--- config.mk ---
export PLATFORM = sky130hd
export DESIGN_NAME = rma_alarm_logic
export DESIGN_NICKNAME = d
export VERILOG_FILES = /design/src/core/rma_pkg.sv /design/src/core/rma_alarm_latch.sv /design/src/core/rma_alarm_logic.sv
export SDC_FILE = /design/constraint.sdc
export NUM_CORES = 1
export LEC_CHECK = 0
export BUFFER_PORTS_ARGS = -buffer_cell sky130_fd_sc_hd__buf_4
export CORE_MARGIN = 1.5
export CORE_UTILIZATION = 59
export CTS_BUF_LIST = sky130_fd_sc_hd__clkbuf_4
export DETAILED_ROUTE_END_ITERATION = 8
export PLACE_DENSITY = 0.88
export SYNTH_ARGS = -nofsm -noshare
export SYNTH_HDL_FRONTEND = slang
export SYNTH_SLANG_ARGS = --single-unit
--- constraint.sdc ---
create_clock -name clk -period 5.2 [get_ports clk]
set_input_delay 0.78 -clock clk [delete_from_list [all_inputs] [get_ports clk]]
set_output_delay 0.78 -clock clk [all_outputs]
set_load 0.005 [all_outputs]
--- src/core/rma_pkg.sv ---
// package: shared types and constants for the ratemeter alarm logic
package rma_pkg;

    // ****************************************
    // rate encoding: value in hundredths of mR/h
    // ****************************************
    localparam int RATE_W = 32;
    localparam logic [31:0] UNDER_DEFAULT = 32'h0000_000A; // 1.00E-1 mR/h
    localparam logic [31:0] UNDER_MIN = 32'h0000_0001;     // 1.00E-2 mR/h
    localparam logic [31:0] UNDER_MAX = 32'h0000_0064;     // 1.00E0 mR/h
    localparam logic [31:0] OVER_MAX = 32'h0098_9680;      // 1.00E5 mR/h
    localparam logic [31:0] OVER_DEFAULT = 32'h0001_86A0;  // 1.00E3 mR/h

    // ****************************************
    // timing
    // ****************************************
    localparam int CLK_HZ = 25_000_000;
    localparam int TRIP_MS = 1000;   // longest alarm trip latency
    localparam int FREEZE_S = 5;     // check source freeze time
    localparam int FLASH_MS = 250;   // indicator flash half period
    localparam int TRIP_CYC = CLK_HZ / 1000 * TRIP_MS;
    localparam int FREEZE_CYC = CLK_HZ * FREEZE_S;
    localparam int FLASH_CYC = CLK_HZ / 1000 * FLASH_MS;
    localparam logic FLASH_PHASE_RST = 1'b0;

    // ****************************************
    // types
    // ****************************************
    typedef enum logic [1:0] {
        RMA_BAR_GREEN = 2'h0,
        RMA_BAR_AMBER = 2'h1,
        RMA_BAR_RED = 2'h3
    } rma_colour_t;

    typedef enum logic [1:0] {
        RMA_DSP_RATE = 2'h0,
        RMA_DSP_ZERO = 2'h1,
        RMA_DSP_ERROR = 2'h3,
        RMA_DSP_SETPT = 2'h2
    } rma_disp_t;

    // setpoints supplied by the setpoint store
    typedef struct packed {
        logic [31:0] warn;
        logic [31:0] high;
        logic [31:0] under;
        logic [31:0] over;
    } rma_setpts_t;

    // front panel buttons, before and after synchronising
    typedef struct packed {
        logic ack;
        logic warn_show;
        logic high_show;
        logic enter;
        logic check;
    } rma_buttons_t;

    // per-alarm indicator drive
    typedef struct packed {
        logic lit;
        logic relay_on;
    } rma_alarm_out_t;

endpackage

--- src/core/rma_alarm_latch.sv ---
// module: one warn or high alarm with acknowledge and fail-safe relay
module rma_alarm_latch (
    input wire logic clk,
    input wire logic rst_b,
    input wire logic over_lim,
    input wire logic hold,
    input wire logic manual_ack,
    input wire logic ack_pulse,
    input wire logic flash_phase,
    output rma_pkg::rma_alarm_out_t out_q
);

    // ****************************************
    // alarm state
    // ****************************************
    logic active_q;
    logic acked_q;

    // latch, acknowledge and clear; frozen while hold
    always_ff @(posedge clk or negedge rst_b) begin
        if (!rst_b) begin
            active_q <= 1'b0;
            acked_q <= 1'b0;
        end else if (!hold) begin
            if (over_lim) begin
                active_q <= 1'b1;
                if (ack_pulse && active_q) begin
                    acked_q <= 1'b1; // steady while condition stays [RULE_06]
                end
            end else if (!manual_ack || acked_q || ack_pulse) begin
                active_q <= 1'b0; // auto clear or acked clear [RULE_05]
                acked_q <= 1'b0;
            end
        end
    end

    // fail-safe relay: energized when no alarm [RULE_02]
    always_ff @(posedge clk or negedge rst_b) begin
        if (!rst_b) begin
            out_q <= '{lit: 1'b0, relay_on: 1'b1};
        end else begin
            out_q.relay_on <= !active_q;
            out_q.lit <= active_q && (acked_q || flash_phase); // flash until acked [RULE_06]
        end
    end

endmodule

--- src/core/rma_alarm_logic.sv ---
// module: ratemeter alarm and annunciation top level
// Behaviour
// [RULE_01] in range show N.NN with unit lit
// [RULE_02] alarm relays energized unless alarm present
// [RULE_03] above warn: flash amber, amber bar, relay off
// [RULE_04] above high: flash red, red bar, relay off
// [RULE_05] jumper selects auto or manual acknowledge
// [RULE_06] ack during alarm: steady lamp, relay off
// [RULE_07] bargraph colour follows present rate
// [RULE_08] warn/high buttons display their setpoint
// [RULE_09] below underrange: show zero, range lamp red
// [RULE_10] underrange setpoint adjustable, default 0.1
// [RULE_11] back above underrange clears range lamp
// [RULE_12] three ranges with bounded setpoint pairs
// [RULE_13] overrange: range lamp, error, red, full-scale
// [RULE_14] overrange clears after return and acknowledge
// [RULE_15] overrange setpoint view lights unit, enter clears
// [RULE_16] anti-jam trip holds fail until fuse replaced
// [RULE_17] fail asserted while any failure detected
// [RULE_18] fail lights lamp, drops fail and aux relays
// [RULE_19] fail clears itself without acknowledge
// [RULE_20] check source active only while held
// [RULE_21] jumper allows or inhibits alarms in check
// [RULE_22] check source forces analog output low
// [RULE_23] alarm trips within one second
// [RULE_24] freeze bar and alarms five seconds at edges
module rma_alarm_logic #(
    parameter int FREEZE_CYCLES = rma_pkg::FREEZE_CYC,
    parameter int FLASH_CYCLES = rma_pkg::FLASH_CYC,
    parameter int TRIP_CYCLES = rma_pkg::TRIP_CYC,
    parameter logic [31:0] UNDER_RESET = rma_pkg::UNDER_DEFAULT
) (
    input wire logic clk,
    input wire logic rst_b,
    input wire logic [31:0] rate,
    input wire logic rate_valid,
    input wire rma_pkg::rma_setpts_t setpts,
    input wire logic [31:0] under_wr_data,
    input wire logic under_wr,
    input wire rma_pkg::rma_buttons_t buttons_raw,
    input wire logic manual_ack_jumper,
    input wire logic check_source_alarm_jumper,
    input wire logic anti_jam_fuse_open,
    input wire logic detector_fail,
    input wire logic processor_fail,
    output logic [31:0] disp_value_q,
    output rma_pkg::rma_disp_t disp_mode_q,
    output logic unit_lit_q,
    output rma_pkg::rma_colour_t bar_colour_q,
    output logic [31:0] bar_value_q,
    output logic warn_led_q,
    output logic high_led_q,
    output logic range_led_q,
    output logic fail_led_q,
    output logic check_led_q,
    output logic warn_relay_q,
    output logic high_relay_q,
    output logic fail_relay_q,
    output logic auxiliary_fail_relay_q,
    output logic analog_full_q,
    output logic analog_zero_q,
    output logic [31:0] under_setpt_q
);

    // ****************************************
    // elaboration checks
    // ****************************************
    if (FREEZE_CYCLES < 1 || FLASH_CYCLES < 1 || TRIP_CYCLES < 1) begin : g_bad
        $error("cycle counts must be at least one");
    end

    localparam int CW = $clog2(FREEZE_CYCLES + 1);
    localparam int FW = $clog2(FLASH_CYCLES + 1);

    // ****************************************
    // input synchronisers
    // ****************************************
    rma_pkg::rma_buttons_t btn_s1_q;
    rma_pkg::rma_buttons_t btn_q;
    logic [4:0] cfg_s1_q;
    logic [4:0] cfg_q;
    rma_pkg::rma_buttons_t btn_prev_q;

    // two flops per pin input
    always_ff @(posedge clk or negedge rst_b) begin
        if (!rst_b) begin
            btn_s1_q <= '0;
            btn_q <= '0;
            cfg_s1_q <= 5'h00;
            cfg_q <= 5'h00;
        end else begin
            btn_s1_q <= buttons_raw;
            btn_q <= btn_s1_q;
            cfg_s1_q <= {manual_ack_jumper, check_source_alarm_jumper, anti_jam_fuse_open,
                         detector_fail, processor_fail};
            cfg_q <= cfg_s1_q;
        end
    end

    // previous levels for press detection
    always_ff @(posedge clk or negedge rst_b) begin
        if (!rst_b) begin
            btn_prev_q <= '0;
        end else begin
            btn_prev_q <= btn_q;
        end
    end

    logic manual_ack;
    logic chk_alarm_en;
    logic fuse_open;
    logic any_fail;
    logic ack_pulse;
    logic enter_pulse;
    logic show_pulse;
    assign manual_ack = cfg_q[4];
    assign chk_alarm_en = !cfg_q[3]; // jumper in inhibits alarms [RULE_21]
    assign fuse_open = cfg_q[2];
    assign any_fail = cfg_q[1] || cfg_q[0] || fuse_open; // [RULE_17]
    assign ack_pulse = btn_q.ack && !btn_prev_q.ack;
    assign enter_pulse = btn_q.enter && !btn_prev_q.enter;
    assign show_pulse = (btn_q.warn_show && !btn_prev_q.warn_show) ||
                        (btn_q.high_show && !btn_prev_q.high_show);

    // ****************************************
    // underrange setpoint store
    // ****************************************
    // adjustable; writes outside the allowed lower bound span are ignored
    always_ff @(posedge clk or negedge rst_b) begin
        if (!rst_b) begin
            under_setpt_q <= UNDER_RESET; // [RULE_10]
        end else if (under_wr && under_wr_data >= rma_pkg::UNDER_MIN &&
                     under_wr_data <= rma_pkg::UNDER_MAX) begin
            under_setpt_q <= under_wr_data; // [RULE_12]
        end
    end

    logic [31:0] over_lim_val;
    assign over_lim_val = (setpts.over > rma_pkg::OVER_MAX) ? rma_pkg::OVER_MAX : setpts.over; // [RULE_12]

    // ****************************************
    // rate capture and comparisons
    // ****************************************
    logic [31:0] rate_q;

    // latch each new averaged rate; one cycle, well inside trip time
    always_ff @(posedge clk or negedge rst_b) begin
        if (!rst_b) begin
            rate_q <= 32'h0000_0000;
        end else if (rate_valid) begin
            rate_q <= rate; // [RULE_23]
        end
    end

    logic is_warn;
    logic is_high;
    logic is_under;
    logic is_over;
    assign is_warn = rate_q > setpts.warn;
    assign is_high = rate_q > setpts.high;
    assign is_under = rate_q < under_setpt_q;
    assign is_over = rate_q > over_lim_val;

    // ****************************************
    // check source and freeze timer
    // ****************************************
    logic check_q;
    logic [CW-1:0] freeze_cnt_q;
    logic hold;

    // active only while button held [RULE_20]
    always_ff @(posedge clk or negedge rst_b) begin
        if (!rst_b) begin
            check_q <= 1'b0;
        end else begin
            check_q <= btn_q.check;
        end
    end

    // reload freeze on entry and exit [RULE_24]
    always_ff @(posedge clk or negedge rst_b) begin
        if (!rst_b) begin
            freeze_cnt_q <= '0;
        end else if (btn_q.check != check_q) begin
            freeze_cnt_q <= CW'(FREEZE_CYCLES);
        end else if (freeze_cnt_q != '0) begin
            freeze_cnt_q <= freeze_cnt_q - 1'b1;
        end
    end

    assign hold = (freeze_cnt_q != '0) || (btn_q.check != check_q);

    logic alarm_inhibit;
    assign alarm_inhibit = check_q && !chk_alarm_en; // [RULE_21]

    // ****************************************
    // flash generator
    // ****************************************
    logic [FW-1:0] flash_cnt_q;
    logic flash_q;

    // free-running blink for unacknowledged lamps
    always_ff @(posedge clk or negedge rst_b) begin
        if (!rst_b) begin
            flash_cnt_q <= '0;
            flash_q <= rma_pkg::FLASH_PHASE_RST;
        end else if (flash_cnt_q == FW'(FLASH_CYCLES - 1)) begin
            flash_cnt_q <= '0;
            flash_q <= !flash_q;
        end else begin
            flash_cnt_q <= flash_cnt_q + 1'b1;
        end
    end

    // ****************************************
    // warn and high alarms
    // ****************************************
    rma_pkg::rma_alarm_out_t warn_out;
    rma_pkg::rma_alarm_out_t high_out;

    rma_alarm_latch u_warn (
        .clk(clk),
        .rst_b(rst_b),
        .over_lim(is_warn && !alarm_inhibit), // [RULE_03]
        .hold(hold),
        .manual_ack(manual_ack),
        .ack_pulse(ack_pulse),
        .flash_phase(flash_q),
        .out_q(warn_out)
    );

    rma_alarm_latch u_high (
        .clk(clk),
        .rst_b(rst_b),
        .over_lim(is_high && !alarm_inhibit), // [RULE_04]
        .hold(hold),
        .manual_ack(manual_ack),
        .ack_pulse(ack_pulse),
        .flash_phase(flash_q),
        .out_q(high_out)
    );

    // ****************************************
    // overrange latch and unit view flag
    // ****************************************
    logic over_q;
    logic over_unit_q;

    // hold until back in range and acknowledged [RULE_14]
    always_ff @(posedge clk or negedge rst_b) begin
        if (!rst_b) begin
            over_q <= 1'b0;
        end else if (is_over) begin
            over_q <= 1'b1; // [RULE_13]
        end else if (ack_pulse) begin
            over_q <= 1'b0;
        end
    end

    // setpoint view in overrange lights units; set wins over enter [RULE_15]
    always_ff @(posedge clk or negedge rst_b) begin
        if (!rst_b) begin
            over_unit_q <= 1'b0;
        end else if (over_q && show_pulse) begin
            over_unit_q <= 1'b1;
        end else if (enter_pulse) begin
            over_unit_q <= 1'b0;
        end
    end

    // ****************************************
    // display
    // ****************************************
    // priority: overrange, setpoint view, underrange, rate
    always_ff @(posedge clk or negedge rst_b) begin
        if (!rst_b) begin
            disp_mode_q <= rma_pkg::RMA_DSP_RATE;
            disp_value_q <= 32'h0000_0000;
            unit_lit_q <= 1'b0;
        end else if (over_q) begin
            disp_mode_q <= rma_pkg::RMA_DSP_ERROR; // [RULE_13]
            disp_value_q <= 32'h0000_0000;
            unit_lit_q <= over_unit_q; // [RULE_15]
        end else if (btn_q.high_show || btn_q.warn_show) begin
            disp_mode_q <= rma_pkg::RMA_DSP_SETPT; // [RULE_08]
            disp_value_q <= btn_q.high_show ? setpts.high : setpts.warn;
            unit_lit_q <= 1'b1;
        end else if (is_under) begin
            disp_mode_q <= rma_pkg::RMA_DSP_ZERO; // [RULE_09]
            disp_value_q <= 32'h0000_0000;
            unit_lit_q <= 1'b1;
        end else begin
            disp_mode_q <= rma_pkg::RMA_DSP_RATE; // [RULE_01]
            disp_value_q <= rate_q;
            unit_lit_q <= 1'b1;
        end
    end

    // ****************************************
    // bargraph
    // ****************************************
    // colour tracks present rate, frozen around check source
    always_ff @(posedge clk or negedge rst_b) begin
        if (!rst_b) begin
            bar_colour_q <= rma_pkg::RMA_BAR_GREEN;
            bar_value_q <= 32'h0000_0000;
        end else if (!hold) begin
            bar_value_q <= rate_q; // actual value even underrange [RULE_09]
            if (is_high || over_q) begin
                bar_colour_q <= rma_pkg::RMA_BAR_RED; // [RULE_07] [RULE_13]
            end else if (is_warn) begin
                bar_colour_q <= rma_pkg::RMA_BAR_AMBER; // [RULE_07]
            end else begin
                bar_colour_q <= rma_pkg::RMA_BAR_GREEN; // [RULE_07]
            end
        end
    end

    // ****************************************
    // indicators and relays
    // ****************************************
    // alarm lamps and fail-safe relays
    always_ff @(posedge clk or negedge rst_b) begin
        if (!rst_b) begin
            warn_led_q <= 1'b0;
            high_led_q <= 1'b0;
            warn_relay_q <= 1'b1;
            high_relay_q <= 1'b1;
        end else begin
            warn_led_q <= warn_out.lit && !check_q;
            high_led_q <= high_out.lit && !check_q;
            warn_relay_q <= warn_out.relay_on; // [RULE_02]
            high_relay_q <= high_out.relay_on; // [RULE_02]
        end
    end

    // range lamp: underrange clears by itself [RULE_11]
    always_ff @(posedge clk or negedge rst_b) begin
        if (!rst_b) begin
            range_led_q <= 1'b0;
        end else begin
            range_led_q <= is_under || over_q; // [RULE_09] [RULE_13]
        end
    end

    // fail follows live fault; fuse input stays open until replaced [RULE_16]
    always_ff @(posedge clk or negedge rst_b) begin
        if (!rst_b) begin
            fail_led_q <= 1'b0;
            fail_relay_q <= 1'b1;
            auxiliary_fail_relay_q <= 1'b1;
        end else begin
            fail_led_q <= any_fail; // [RULE_18] [RULE_19]
            fail_relay_q <= !any_fail; // [RULE_18]
            auxiliary_fail_relay_q <= !any_fail; // parallel to fail relay [RULE_18]
        end
    end

    // check lamp and analog overrides
    always_ff @(posedge clk or negedge rst_b) begin
        if (!rst_b) begin
            check_led_q <= 1'b0;
            analog_full_q <= 1'b0;
            analog_zero_q <= 1'b0;
        end else begin
            check_led_q <= check_q; // [RULE_20]
            analog_zero_q <= check_q; // [RULE_22]
            analog_full_q <= over_q && !check_q; // [RULE_13]
        end
    end

endmodule

==> impl_results.md, run 1 <==
- Die width: approximately 150 microns
- Drt via density: around 5.7
- Met1 Use GR: between 30% and 40%
- Io pins: ~320
- Post-synth EDFFs: 0
- Worst R2R Path Depth: 9
- Critical Path Most Common Cell: buf_4
- Top_reg_cell synth: dfrtp_1
- Lkg Pwr: just under 8 nW
- Maximum number of pins on one net before global-route repair: 131
- H-tree depth: 2
- CP Class: in2reg
- Post-CTS repair timing setup buffer count: 0
- #FFs+latches synth: 228
- Worst-skew pair later-pin latency: approximately 710 ps
- Maximum clock insertion buffer count: 3
- Worst setup EP type: flop
- Layout Nets: 1902
- Max Cap Viol: 0
- Sequential-to-total area share from yosys stat: a little under half
- Placer's final routability congestion estimate: ~0.93
- R2r endpoint: disp_value_q[25]
- Detail Route Antenna Nets: 0
- Hold Buf Count CTS: 0
- Clock slew at reported path FFs: ~70 ps
- Pwr dens: between 200 and 300 nW/um^2
- Final setup fails: 0
- Critical path fanouts, max: 14
- Req. time, crit path: 5770 ps
- Syn Inst Count: about 1200
- Die area: roughly 21000 sq um
- Max Fclk: about 300 MHz
- Mapped cell area: 12000 sq um
- GRT Max-Usage Layer: met2
- # DRC: 0
- Die H: about 150 microns
- FF-to-FF Start: rate_q[29]
- Tcrit/Tclk final: 64.3%
- Distinct cell type count after synthesis: 62
- Rel. slew slack: between 20% and 30%
- RSZ-0062 raised after global routing: no
- GR Overflow Total: 0
- First-pass GRT wire length: 55.1 mm
- FFs w/ async S/R, synth: between 90% and 100%
- Iter 0 DRT Violations: between 600 and 700
- Root buf cell: clkbuf_4
- Final Core Density: about 76%
- Initial antenna violation count: 4
- Synth Warn #: 0
- Worst R2R Setup Slack: ~1900 ps
- Mean routed wirelength per cell: ~18 microns
- Inserted Clock Buffers: 58
- Final wirelength: roughly 34 mm
- Clock Skews: between 50 and 60 ps
- Met3 Track Usage GR: around 8.5%
- VDD IR max: approximately 0.00019 V
- Worst Setup Start Kind: input pin
- Worst Path Arrival: just under 4000 ps
- Post-detail-place hpwl: approximately 25 mm
- Post-cts repair resize count: 0
- Grt met2 use: between 50% and 60%
- Final setup TNS: 0 ps
- Crit path from: setpts[3]
- Slowest stage cell, crit path: or4_1
- CP max stage delay: 500 ps
- Syn Area/Cell: about 9.7 sq um
- CP Cell Sequence: buf_4, or4_1, nor4_1, o211ai_1, a41oi_2, buf_4, nand2_1, ha_1, a21o_1, a21oi_1, o21ai_0, a2111oi_0, a41oi_1
- Drt first pass iters: 5
- Row cnt: between 50 and 60
- Final Hold Viols: 0
- Min Tclk post-route: 3340 ps
- CTS tree: done
- Number of global-route vias before repair: ~11000
- Slew @ Worst Pin: about 1200 ps
- Initial Utilization: roughly three fifths
- Fraction of layout cells with a size suffix above 1: between 20% and 30%
- Clock Sink Count: 228
- CORE AREA: just over 20000 sq um
- Final Slew Violations: 0
- Status: completed
- CP Capture Point: over_q
- Vias: 10700
- Layout area overhead: 26.6%
- IO Port Bufs: between 200 and 300
- Hold Crit Class: in2async
- Total Routing Usage GR: ~33%
## flip-flops by register name (all words and copies together) (netlist names), 2 cells and up
register and cells:
bar_value_q 32, u_high.out_q 2, flash_cnt_q 23, disp_value_q 32
btn_q 5, btn_s1_q 5, freeze_cnt_q 27, btn_prev_q 4
cfg_q 5, u_warn.out_q 2, bar_colour_q 2, cfg_s1_q 5
disp_mode_q 2, rate_q 32, under_setpt_q 32
## stage by stage
step	setup slack, ps	hold slack (ps)	instance area, sq um	cells	power (mW)
after global placement	1250	332	14500	1777	2.76
after CTS	1870	130	15200	1880	4.32
final	1860	99.8	15200	1884	4.29
after global routing	1550	136	15200	1884	4.52
after floorplan	1760	331	12100	1250	2.40
after detailed placement	1140	335	14500	1777	2.79
## worst min-delay path by stage
stage,from,to,slack (ps),cells past startpoint
after detailed placement,cfg_s1_q[0],cfg_q[0],330,0
final,rst_b,disp_value_q[8],100,1
after global routing,buttons_raw[0],btn_s1_q[0],140,1
after CTS,buttons_raw[0],btn_s1_q[0],130,1
after floorplan,btn_s1_q[0],btn_q[0],330,0
after global placement,btn_s1_q[1],btn_q[1],330,0
## worst max-delay path: cells and delay by family
family,cells,cell delay (ps)
AOI/OAI and AO/OA,7,1590
and+or+nand+nor,3,850
buffers and inverters,2,380
adders and majority gates,1,290
## logic make-up (layout without fill, tap and decap cells)
| logic type | Yosys count | count (layout) | share of synthesized area [%] |
|---|---|---|---|
| flops | 228 | 228 | 47.5 |
| buf+inv | 177 | 537 | 5.78 |
| fa+ha+maj | 129 | 129 | 13.4 |
| mux | 34 | 34 | 2.84 |
| simple gates | 390 | 390 | 15.6 |
| xor+xnor | 40 | 40 | 2.91 |
| other cells | 1 | 12 | 0.0312 |
| compound gates | 244 | 244 | 11.9 |
## cell usage in the layout, fill, tap and decap left out, drive strengths merged, types with 4 or more instances in the layout
cell type / instances
a2111oi: 5
a211oi: 4
a21o: 9
a21oi: 50
a31oi: 4
and3: 11
and4: 5
buf: 293
clkbuf: 90
clkinv: 11
conb: 8
dfrtp: 221
dfstp: 7
diode: 4
ha: 129
inv: 142
mux2i: 33
nand2: 139
nand2b: 4
nand3: 25
nand3b: 5
nand4: 32
nor2: 96
nor2b: 17
nor3: 20
nor4: 17
nor4b: 5
o211ai: 4
o21a: 5
o21ai: 109
o22ai: 32
o31ai: 4
or3: 7
or4: 4
xnor2: 20
xor2: 20
## cell type report
cell class                 count  area (sq um)
sequential                   228          5720
multi-input combinational    845          5680
fill                        1368          4880
timing repair buffer         293          2220
clock buffer                  90           676
inverter                     141           529
tap                          270           338
clock inverter                13          55.1
antenna                        4          10.0
## synthesized netlist by cell type (3+ instances only)
master / instances / area [sq um]
and3_1: 11 / 68.8
a2111oi_0: 5 / 43.8
nor2b_1: 17 / 106
nand3_1: 25 / 125
inv_1: 141 / 529
o31ai_1: 4 / 30.0
a221o_1: 3 / 30.0
o21a_1: 5 / 37.5
xnor2_1: 20 / 175
dfstp_2: 7 / 184
nor2_1: 94 / 353
nand3b_1: 5 / 37.5
buf_2: 4 / 20.0
o22ai_1: 32 / 200
a21o_1: 9 / 67.6
ha_1: 129 / 1610
a21oi_1: 50 / 250
o21ai_0: 88 / 440
and4_1: 5 / 43.8
a211oi_1: 4 / 30.0
or3_1: 7 / 43.8
clkbuf_1: 22 / 82.6
xor2_1: 20 / 175
nand4_1: 32 / 200
nor4_1: 16 / 100
nand2b_1: 4 / 25.0
nand2_1: 138 / 518
mux2i_1: 33 / 330
nor4b_1: 5 / 43.8
o211ai_1: 4 / 30.0
dfrtp_1: 221 / 5530
buf_4: 3 / 22.5
buf_1: 5 / 18.8
nor3_1: 20 / 100
a31oi_1: 4 / 25.0
o21ai_1: 19 / 95.1
## where the power goes
part	switching [mW]	internal [mW]	total [mW]
registers	0.108	1.90	2.01
clock network	0.736	0.782	1.52
logic	0.404	0.360	0.764
## layer usage
layer	wire, microns	part of all wire [%]
met1	13200	38
met2	16700	48
met3	2840	8.2
met4	1710	5.0
met5	0	0
(Power assumes the default switching activity.)
==> inputs of run 2 (changes only) <==
--- a/config.mk
+++ b/config.mk
@@ -7,10 +7,10 @@
 export LEC_CHECK = 0
 export BUFFER_PORTS_ARGS = -buffer_cell sky130_fd_sc_hd__buf_4
 export CORE_MARGIN = 1.5
-export CORE_UTILIZATION = 59
+export CORE_UTILIZATION = 50
 export CTS_BUF_LIST = sky130_fd_sc_hd__clkbuf_4
 export DETAILED_ROUTE_END_ITERATION = 8
-export PLACE_DENSITY = 0.88
+export PLACE_DENSITY = 0.79
 export SYNTH_ARGS = -nofsm -noshare
 export SYNTH_HDL_FRONTEND = slang
 export SYNTH_SLANG_ARGS = --single-unit
==> constraint.sdc (replaced) <==
create_clock -name clk -period 3.03 [get_ports clk]
set_input_delay 0.4545 -clock clk [delete_from_list [all_inputs] [get_ports clk]]
set_output_delay 0.4545 -clock clk [all_outputs]
set_load 0.005 [all_outputs]
==> run 2 against run 1 <==
Compared with the run above:
- worst setup slack worse by 1700 ps
- global-route usage shrank 3.7 points
- utilization shrank 7.7 points
- clock skew decreased by 21 ps
- critical path depth rose by 3
- critical endpoint unchanged
- highest routed layer unchanged
==> impl_results.md, run 2 (synthesis gave the netlist of run 1 again) <==
- Post-placement cell count: 1848 (+4.0%)
- Max Cap Viol: 0 (unchanged)
- RSZ-0062 raised after global routing: no
- Final Core Density: 68.0% (-7.7 points)
- GR Overflow Total: 0 (unchanged)
- WHS: 54.2 ps (-45.6 ps)
- Placer's final routability congestion estimate: 0.884 (-5.0%)
- Initial antenna violation count: 5 (+1)
- IO Port Bufs: 285 (unchanged)
- Rel. slew slack: 42.7% (+20 points)
- # DRC: 0 (unchanged)
- Initial Utilization: 51.1% (-8.7 points)
- Commonest non-fill, non-tap cell in the layout: buf_4
- Worst setup EP type: flop
- Min Tclk post-route: 2830 ps
- Total power: 7.53 mW (+75%)
- CORE AREA: 23500 sq um (+17%)
- Status: completed
- Hold path endpoint: rate_q[2]
- Io pins: 318 (unchanged)
- Die H: 158 microns (+8.5%)
- FF-to-FF Start: rate_q[13]
- Mean routed wirelength per cell: 17.6 microns (-3.5%)
- Final std cells w/o fill: 2014 (+6.9%)
- Req. time, crit path: 3570 ps (-2200 ps)
- Worst R2R Setup Slack: 280 ps (-1580 ps)
- Final setup fails: 0 (unchanged)
- Tcrit/Tclk final: between 90 and 100%
- Vias: 10900 (+1.7%)
- Number of global-route vias before repair: 11100 (+0.70%)
- Layout Nets: 1976 (+3.9%)
- Slew @ Worst Pin: 856 ps (-303 ps)
- Worst hold start: rate[2]
- First-pass GRT wire length: 55.8 mm (+1.2%)
- Fraction of layout cells with a size suffix above 1: 25.7% (+0.34 points)
- Critical path fanouts, max: 8 (-6)
- Max Fclk: between 300 and 400 MHz
- Iter 0 DRT Violations: 500 (-28%)
- Worst-skew pair later-pin latency: 700 ps (about the same)
- Pwr dens: 470 nW/um^2 (+67%)
- Layout area overhead: 33.1%
- Lkg Pwr: 8.21 nW (+4.5%)
- Die width: 158 microns (+8.5%)
- Inserted Clock Buffers: 61 (+5.2%)
- CTS tree: done
- Clock slew at reported path FFs: 70 ps (about the same)
- CP Class: in2reg
- Drt via density: 5.39 (-4.8%)
- Detail Route Antenna Nets: 0 (unchanged)
- Total Routing Usage GR: 29.0% (-3.7 points)
- Final Hold Viols: 0 (unchanged)
- Worst R2R Path Depth: 8 (-1)
- Row cnt: 56 (+7.7%)
- Final Slew Violations: 0 (unchanged)
- Post-detail-place hpwl: 26.5 mm (+3.9%)
- Clock Sink Count: 228 (unchanged)
- Worst Path Arrival: 3370 ps (-540 ps)
- Worst Setup Start Kind: input pin
- Drt first pass iters: 5 (unchanged)
- Hold-critical path depth: 3
- VDD IR max: 0.000307 V (+63%)
- Hold Crit Class: in2reg
- Clock Skews: 37.4 ps (-21.2 ps)
- Maximum number of pins on one net before global-route repair: 74 (-44%)
- Die area: 25000 sq um (+18%)
- Filler cells: 1922 (+40%)
- Maximum clock insertion buffer count: 3 (unchanged)
- Root buf cell: clkbuf_4
- Final wirelength: 35.5 mm (+3.1%)
- Commonest cells after routing, fill and taps aside: buf_4, dfrtp_1, inv_1, nand2_1, ha_1
- R2r endpoint: u_warn.acked_q
- H-tree depth: 2 (unchanged)
-- run 2: cell count changes in the layout (fill, tap and decap cells not counted), sizes merged --
| cell | change |
|---|---|
| buf | +22 |
| diode | +1 |
| dlygate4sd3 | +49 |
| clkinvlp | -1 |
| clkbuf | +4 |
| clkinv | +6 |
-- run 2: how the worst max path moves through the flow --
stage               slack [ps]  endpoint  cells past startpoint       from
finish                     200    over_q                     16  setpts[3]
global route                30    over_q                     16  setpts[3]
CTS                        270    over_q                     16  setpts[3]
detailed placement        -450    over_q                     14  setpts[3]
global placement          -420    over_q                     14  setpts[3]
floorplan                   10    over_q                     14  setpts[3]
-- run 2: layout make-up --
cell class                 instances  area, sq um  area share [%]
inverter                         141          529            3.31
multi-input combinational        845         5680            35.5
timing repair buffer             364         2900            18.1
sequential                       228         5720            35.7
tap                              319          399            2.49
antenna                            5         12.5          0.0781
clock inverter                    18         71.3           0.445
clock buffer                      94          706            4.41
-- run 2: power breakdown --
group	switching (mW)	internal, mW
combinational	0.704	0.670
sequential	0.190	3.27
clock	1.29	1.41
-- run 2: through the flow --
step	cell area (sq um)	TNS, ps	setup slack (ps)
floorplan	12100	0	12.5
global placement	14700	-422	-422
detailed placement	14700	-450	-450
CTS	16000	0	270
global route	16000	0	26.1
finish	16000	0	202
-- run 2: timing repair --
action | in CTS | in global routing
endpoints found under the hold margin | 114 | 0
hold buffers | 49 | 0
setup buffers | 0 | 0
setup endpoints to repair | 0 | 0
resized for setup | 0 | 0
-- run 2: layer usage --
metal / routed length (microns) / track usage [%]
met1: 14100 / 34.6
met2: 17400 / 49.2
met3: 2740 / 7.88
met4: 1340 / 12.6
met5: 0 / 0
-- run 2: worst max-delay path: stages --
cell,delay (ps)
buf_4,110
or4_1,510
nor4_1,180
buf_4,170
o211ai_1,90
a41oi_2,270
buf_4,200
nor2b_1,140
ha_1,240
a21oi_1,130
nor2b_1,60
o21ai_0,170
a21oi_1,90
o211a_1,210
o21ai_0,190
a41oi_1,150
==> inputs of run 3 (changes only) <==
--- a/config.mk
+++ b/config.mk
@@ -5,7 +5,9 @@
 export SDC_FILE = /design/constraint.sdc
 export NUM_CORES = 1
 export LEC_CHECK = 0
+export ABC_AREA = 1
 export BUFFER_PORTS_ARGS = -buffer_cell sky130_fd_sc_hd__buf_4
+export CAP_MARGIN = 10
 export CORE_MARGIN = 1.5
 export CORE_UTILIZATION = 50
 export CTS_BUF_LIST = sky130_fd_sc_hd__clkbuf_4
==> run 3 against run 2 <==
Compared with the run above:
- clock skew is 6.7 ps lower
- non-clock buffer count is 12 lower
- area after synthesis is 6.0% higher
- final cell count is 14% higher
- synthesized cell count is 24% higher
- via count is 11% higher
- largest cell class is now multi-input gates
==> impl_results.md, run 3 <==
- Post-synthesis compound-gate area fraction: 13.2% (+1.3 points)
- Min Tclk post-route: 2500 ps (-330 ps)
- Vias: 12100 (+11%)
- Synth top area cells: dfrtp_1, ha_1, nand2_1
- Maximum clock insertion buffer count: 3 (unchanged)
- Area after DPL: 15300 sq um (+3.9%)
- IO Port Bufs: 285 (unchanged)
- Commonest non-fill, non-tap cell in the layout: nand2_1
- R2r endpoint: bar_value_q[20]
- Most frequent cells after synthesis: nand2_1, inv_1, dfrtp_1, nor2_1, ha_1
- Hold Crit Class: in2reg
- Fraction of layout cells with a size suffix above 1: 23.1% (-2.7 points)
- Distinct cell type count after synthesis: 48 (-23%)
- Number of global-route vias before repair: 12300 (+11%)
- Worst Path Arrival: 3080 ps (-290 ps)
- GR Overflow Total: 0 (unchanged)
- Syn Inst Count: 1540 (+24%)
- Placer's final routability congestion estimate: 0.941 (+6.5%)
- Maximum number of pins on one net before global-route repair: 67 (-9.5%)
- Logic gate share of total power: 17.5% (-0.7 points)
- CP Capture Point: bar_value_q[20]
- Post-cts repair resize count: 0 (unchanged)
- Row cnt: 58 (+3.6%)
- XOR/XNOR Fraction of Synth Area: 0.471% (-2.4 points)
- Worst-skew pair later-pin latency: 700 ps (about the same)
- CTS tree: done
- Synth Warn #: 0 (unchanged)
- Clock power frac: 37.4% (+1.6 points)
- FF-to-FF Start: freeze_cnt_q[0]
- Combinational family with the most area after synthesis: simple AND/OR/NAND/NOR gates
- Final Hold Viols: 0 (unchanged)
- Inserted Clock Buffers: 58 (-4.9%)
- Mapped cell area: 12800 sq um (+6.0%)
- Internal: 5.46 mW (+2.1%)
- Die area: 26500 sq um (+5.9%)
- Post-synth top area share: 43.4% (-2.6 points)
- Initial Utilization: 50.8% (-0.29 points)
- Pwr dens: 462 nW/um^2 (-1.7%)
- Rel. slew slack: 30.7% (-12 points)
- FFs w/ async S/R, synth: 100% (unchanged)
- Reg power frac: 45.1% (-0.8 points)
- Slew @ Worst Pin: 1040 ps (+183 ps)
- Tcrit/Tclk final: 82.4% (-11 points)
- H-tree depth: 2 (unchanged)
- Reported net switching power: 2.24 mW (+2.5%)
- Post-synth EDFFs: 0 (unchanged)
- Worst R2R Setup Slack: 530 ps (+250 ps)
- Post-synthesis adder-cell area fraction: 12.7% (-0.76 points)
- Req. time, crit path: 3610 ps (+40 ps)
- First-pass GRT wire length: 59.8 mm (+7.1%)
- Clock Sink Count: 228 (unchanged)
- Final wirelength: 37.3 mm (+4.8%)
- Detail Route Antenna Nets: 0 (unchanged)
- Synth Area in Simple Gates: 20.3% (+4.7 points)
- Drt first pass iters: 7 (+2)
- CP Class: reg2reg
- Max Fclk: 400 MHz (+13%)
- Layout Nets: 2254 (+14%)
- Worst R2R Path Depth: 10 (+2)
- Io pins: 318 (unchanged)
- Crit path from: freeze_cnt_q[0]
- Synth area leader: dfrtp_1
- Worst setup EP type: flop
- Post-detail-place hpwl: 27.9 mm (+5.3%)
- Initial antenna violation count: 1 (-4)
- RSZ-0062 raised after global routing: no
- Lkg Pwr: 8.59 nW (+4.7%)
- Die width: 163 microns (+2.9%)
- Switch share: 29.1% (+0.089 points)
- Top_reg_cell synth: dfrtp_1
- Critical path fanouts, max: 38 (+30)
- Syn Area/Cell: 8.28 sq um (-14%)
- Root buf cell: clkbuf_4
- CORE AREA: 25100 sq um (+6.7%)
- Total Routing Usage GR: 28.6% (-0.47 points)
- Status: completed
- Sequential-to-total area share from yosys stat: 44.8% (-2.7 points)
- VDD IR max: 0.000370 V (+21%)
- Clock Skews: 30.7 ps (-6.71 ps)
- Final setup fails: 0 (unchanged)
- Final setup TNS: 0 ps (unchanged)
- Post-route cell area: 16700 sq um (+4.0%)
- # DRC: 0 (unchanged)
- Iter 0 DRT Violations: 775 (+55%)
- Drt via density: 5.26 (-2.4%)
- Die H: 163 microns (+2.9%)
- Max Cap Viol: 0 (unchanged)
- #FFs+latches synth: 228 (unchanged)
- Final Slew Violations: 0 (unchanged)
- Mean routed wirelength per cell: 16.2 microns (-8.2%)
- Commonest cells after routing, fill and taps aside: nand2_1, buf_4, inv_1, dfrtp_1
- Mux contribution to synthesized area: 0% (-2.8 points)
- Clock slew at reported path FFs: 70 ps (about the same)
- Count leader, synth: nand2_1
- Worst Setup Start Kind: flop
- Layout area overhead: 30.6%
run 3: layout make-up:
| type | count | area, sq um |
|---|---|---|
| Sequential cell | 228 | 5710 |
| Inverter | 236 | 886 |
| Antenna cell | 1 | 2.50 |
| Timing Repair Buffer | 352 | 2820 |
| Clock buffer | 86 | 646 |
| Multi-Input combinational cell | 1043 | 5990 |
| Clock inverter | 24 | 186 |
| Tap cell | 330 | 413 |
| Fill cell | 2088 | 8450 |
run 3: power groups by stage:
stage / sequential (mW) / combinational (mW) / clock (mW)
2_1_floorplan: 3.44 / 0.667 / 0
3_3_place_gp: 3.52 / 1.24 / 0
3_5_place_dp: 3.52 / 1.29 / 0
4_1_cts: 3.46 / 1.35 / 2.96
5_1_grt: 3.49 / 1.52 / 3.13
6_report: 3.47 / 1.35 / 2.88
run 3: metrics by stage:
stage          instances  power (mW)  hold slack [ps]  setup slack (ps)  util [%]
5_1_grt             2300        8.14             21.4               275      66.3
6_report            2300        7.70             50.5               532      66.3
2_1_floorplan       1547        4.11              159               554         -
3_5_place_dp        2138        4.81              335               188      61.0
4_1_cts             2299        7.77             3.44               549      66.3
3_3_place_gp        2138        4.75              332               237      61.0
run 3: cell families (layout without fill, tap and decap cells):
logic type,after synthesis,count (layout)
other,1,9
adder cells (fa/ha/maj),129,129
flip-flops,228,228
AND/OR/NAND/NOR,591,591
XOR/XNOR,6,6
buffers and inverters,276,698
AO/OA/AOI/OAI,309,309
run 3: critical path, stage by stage (launching register included):
cell and delay, ps:
dfrtp_1 380, inv_1 110, ha_1 250, inv_1 80
nor3_2 230, nand2_1 150, nor2_4 180, nand2_2 450
buf_12 370, nand2_1 80, o21ai_0 80
run 3: worst min path at each step:
stage | cells past startpoint | slack (ps) | to | from
2_1_floorplan | 0 | 160 | analog_full_q | rst_b
3_3_place_gp | 0 | 330 | cfg_q[1] | cfg_s1_q[1]
3_5_place_dp | 0 | 330 | btn_q[4] | btn_s1_q[4]
4_1_cts | 3 | 3 | disp_value_q[6] | setpts[70]
5_1_grt | 3 | 20 | disp_value_q[11] | setpts[75]
6_report | 3 | 50 | disp_value_q[11] | setpts[75]
run 3: routing by layer:
metal / global-route usage, % / vias up / wire length [microns]
met2: 48.7 / 488 / 17800
met1: 34.3 / 5633 / 15200
li1: - / 5847 / -
met5: 0 / - / 0
met4: 13.3 / 0 / 1550
met3: 6.42 / 123 / 2640
run 3: what timing repair did:
action / CTS / global route
buffers inserted: 0 / 0
hold buffers: 51 / 0
endpoints found under the hold margin: 111 / 0
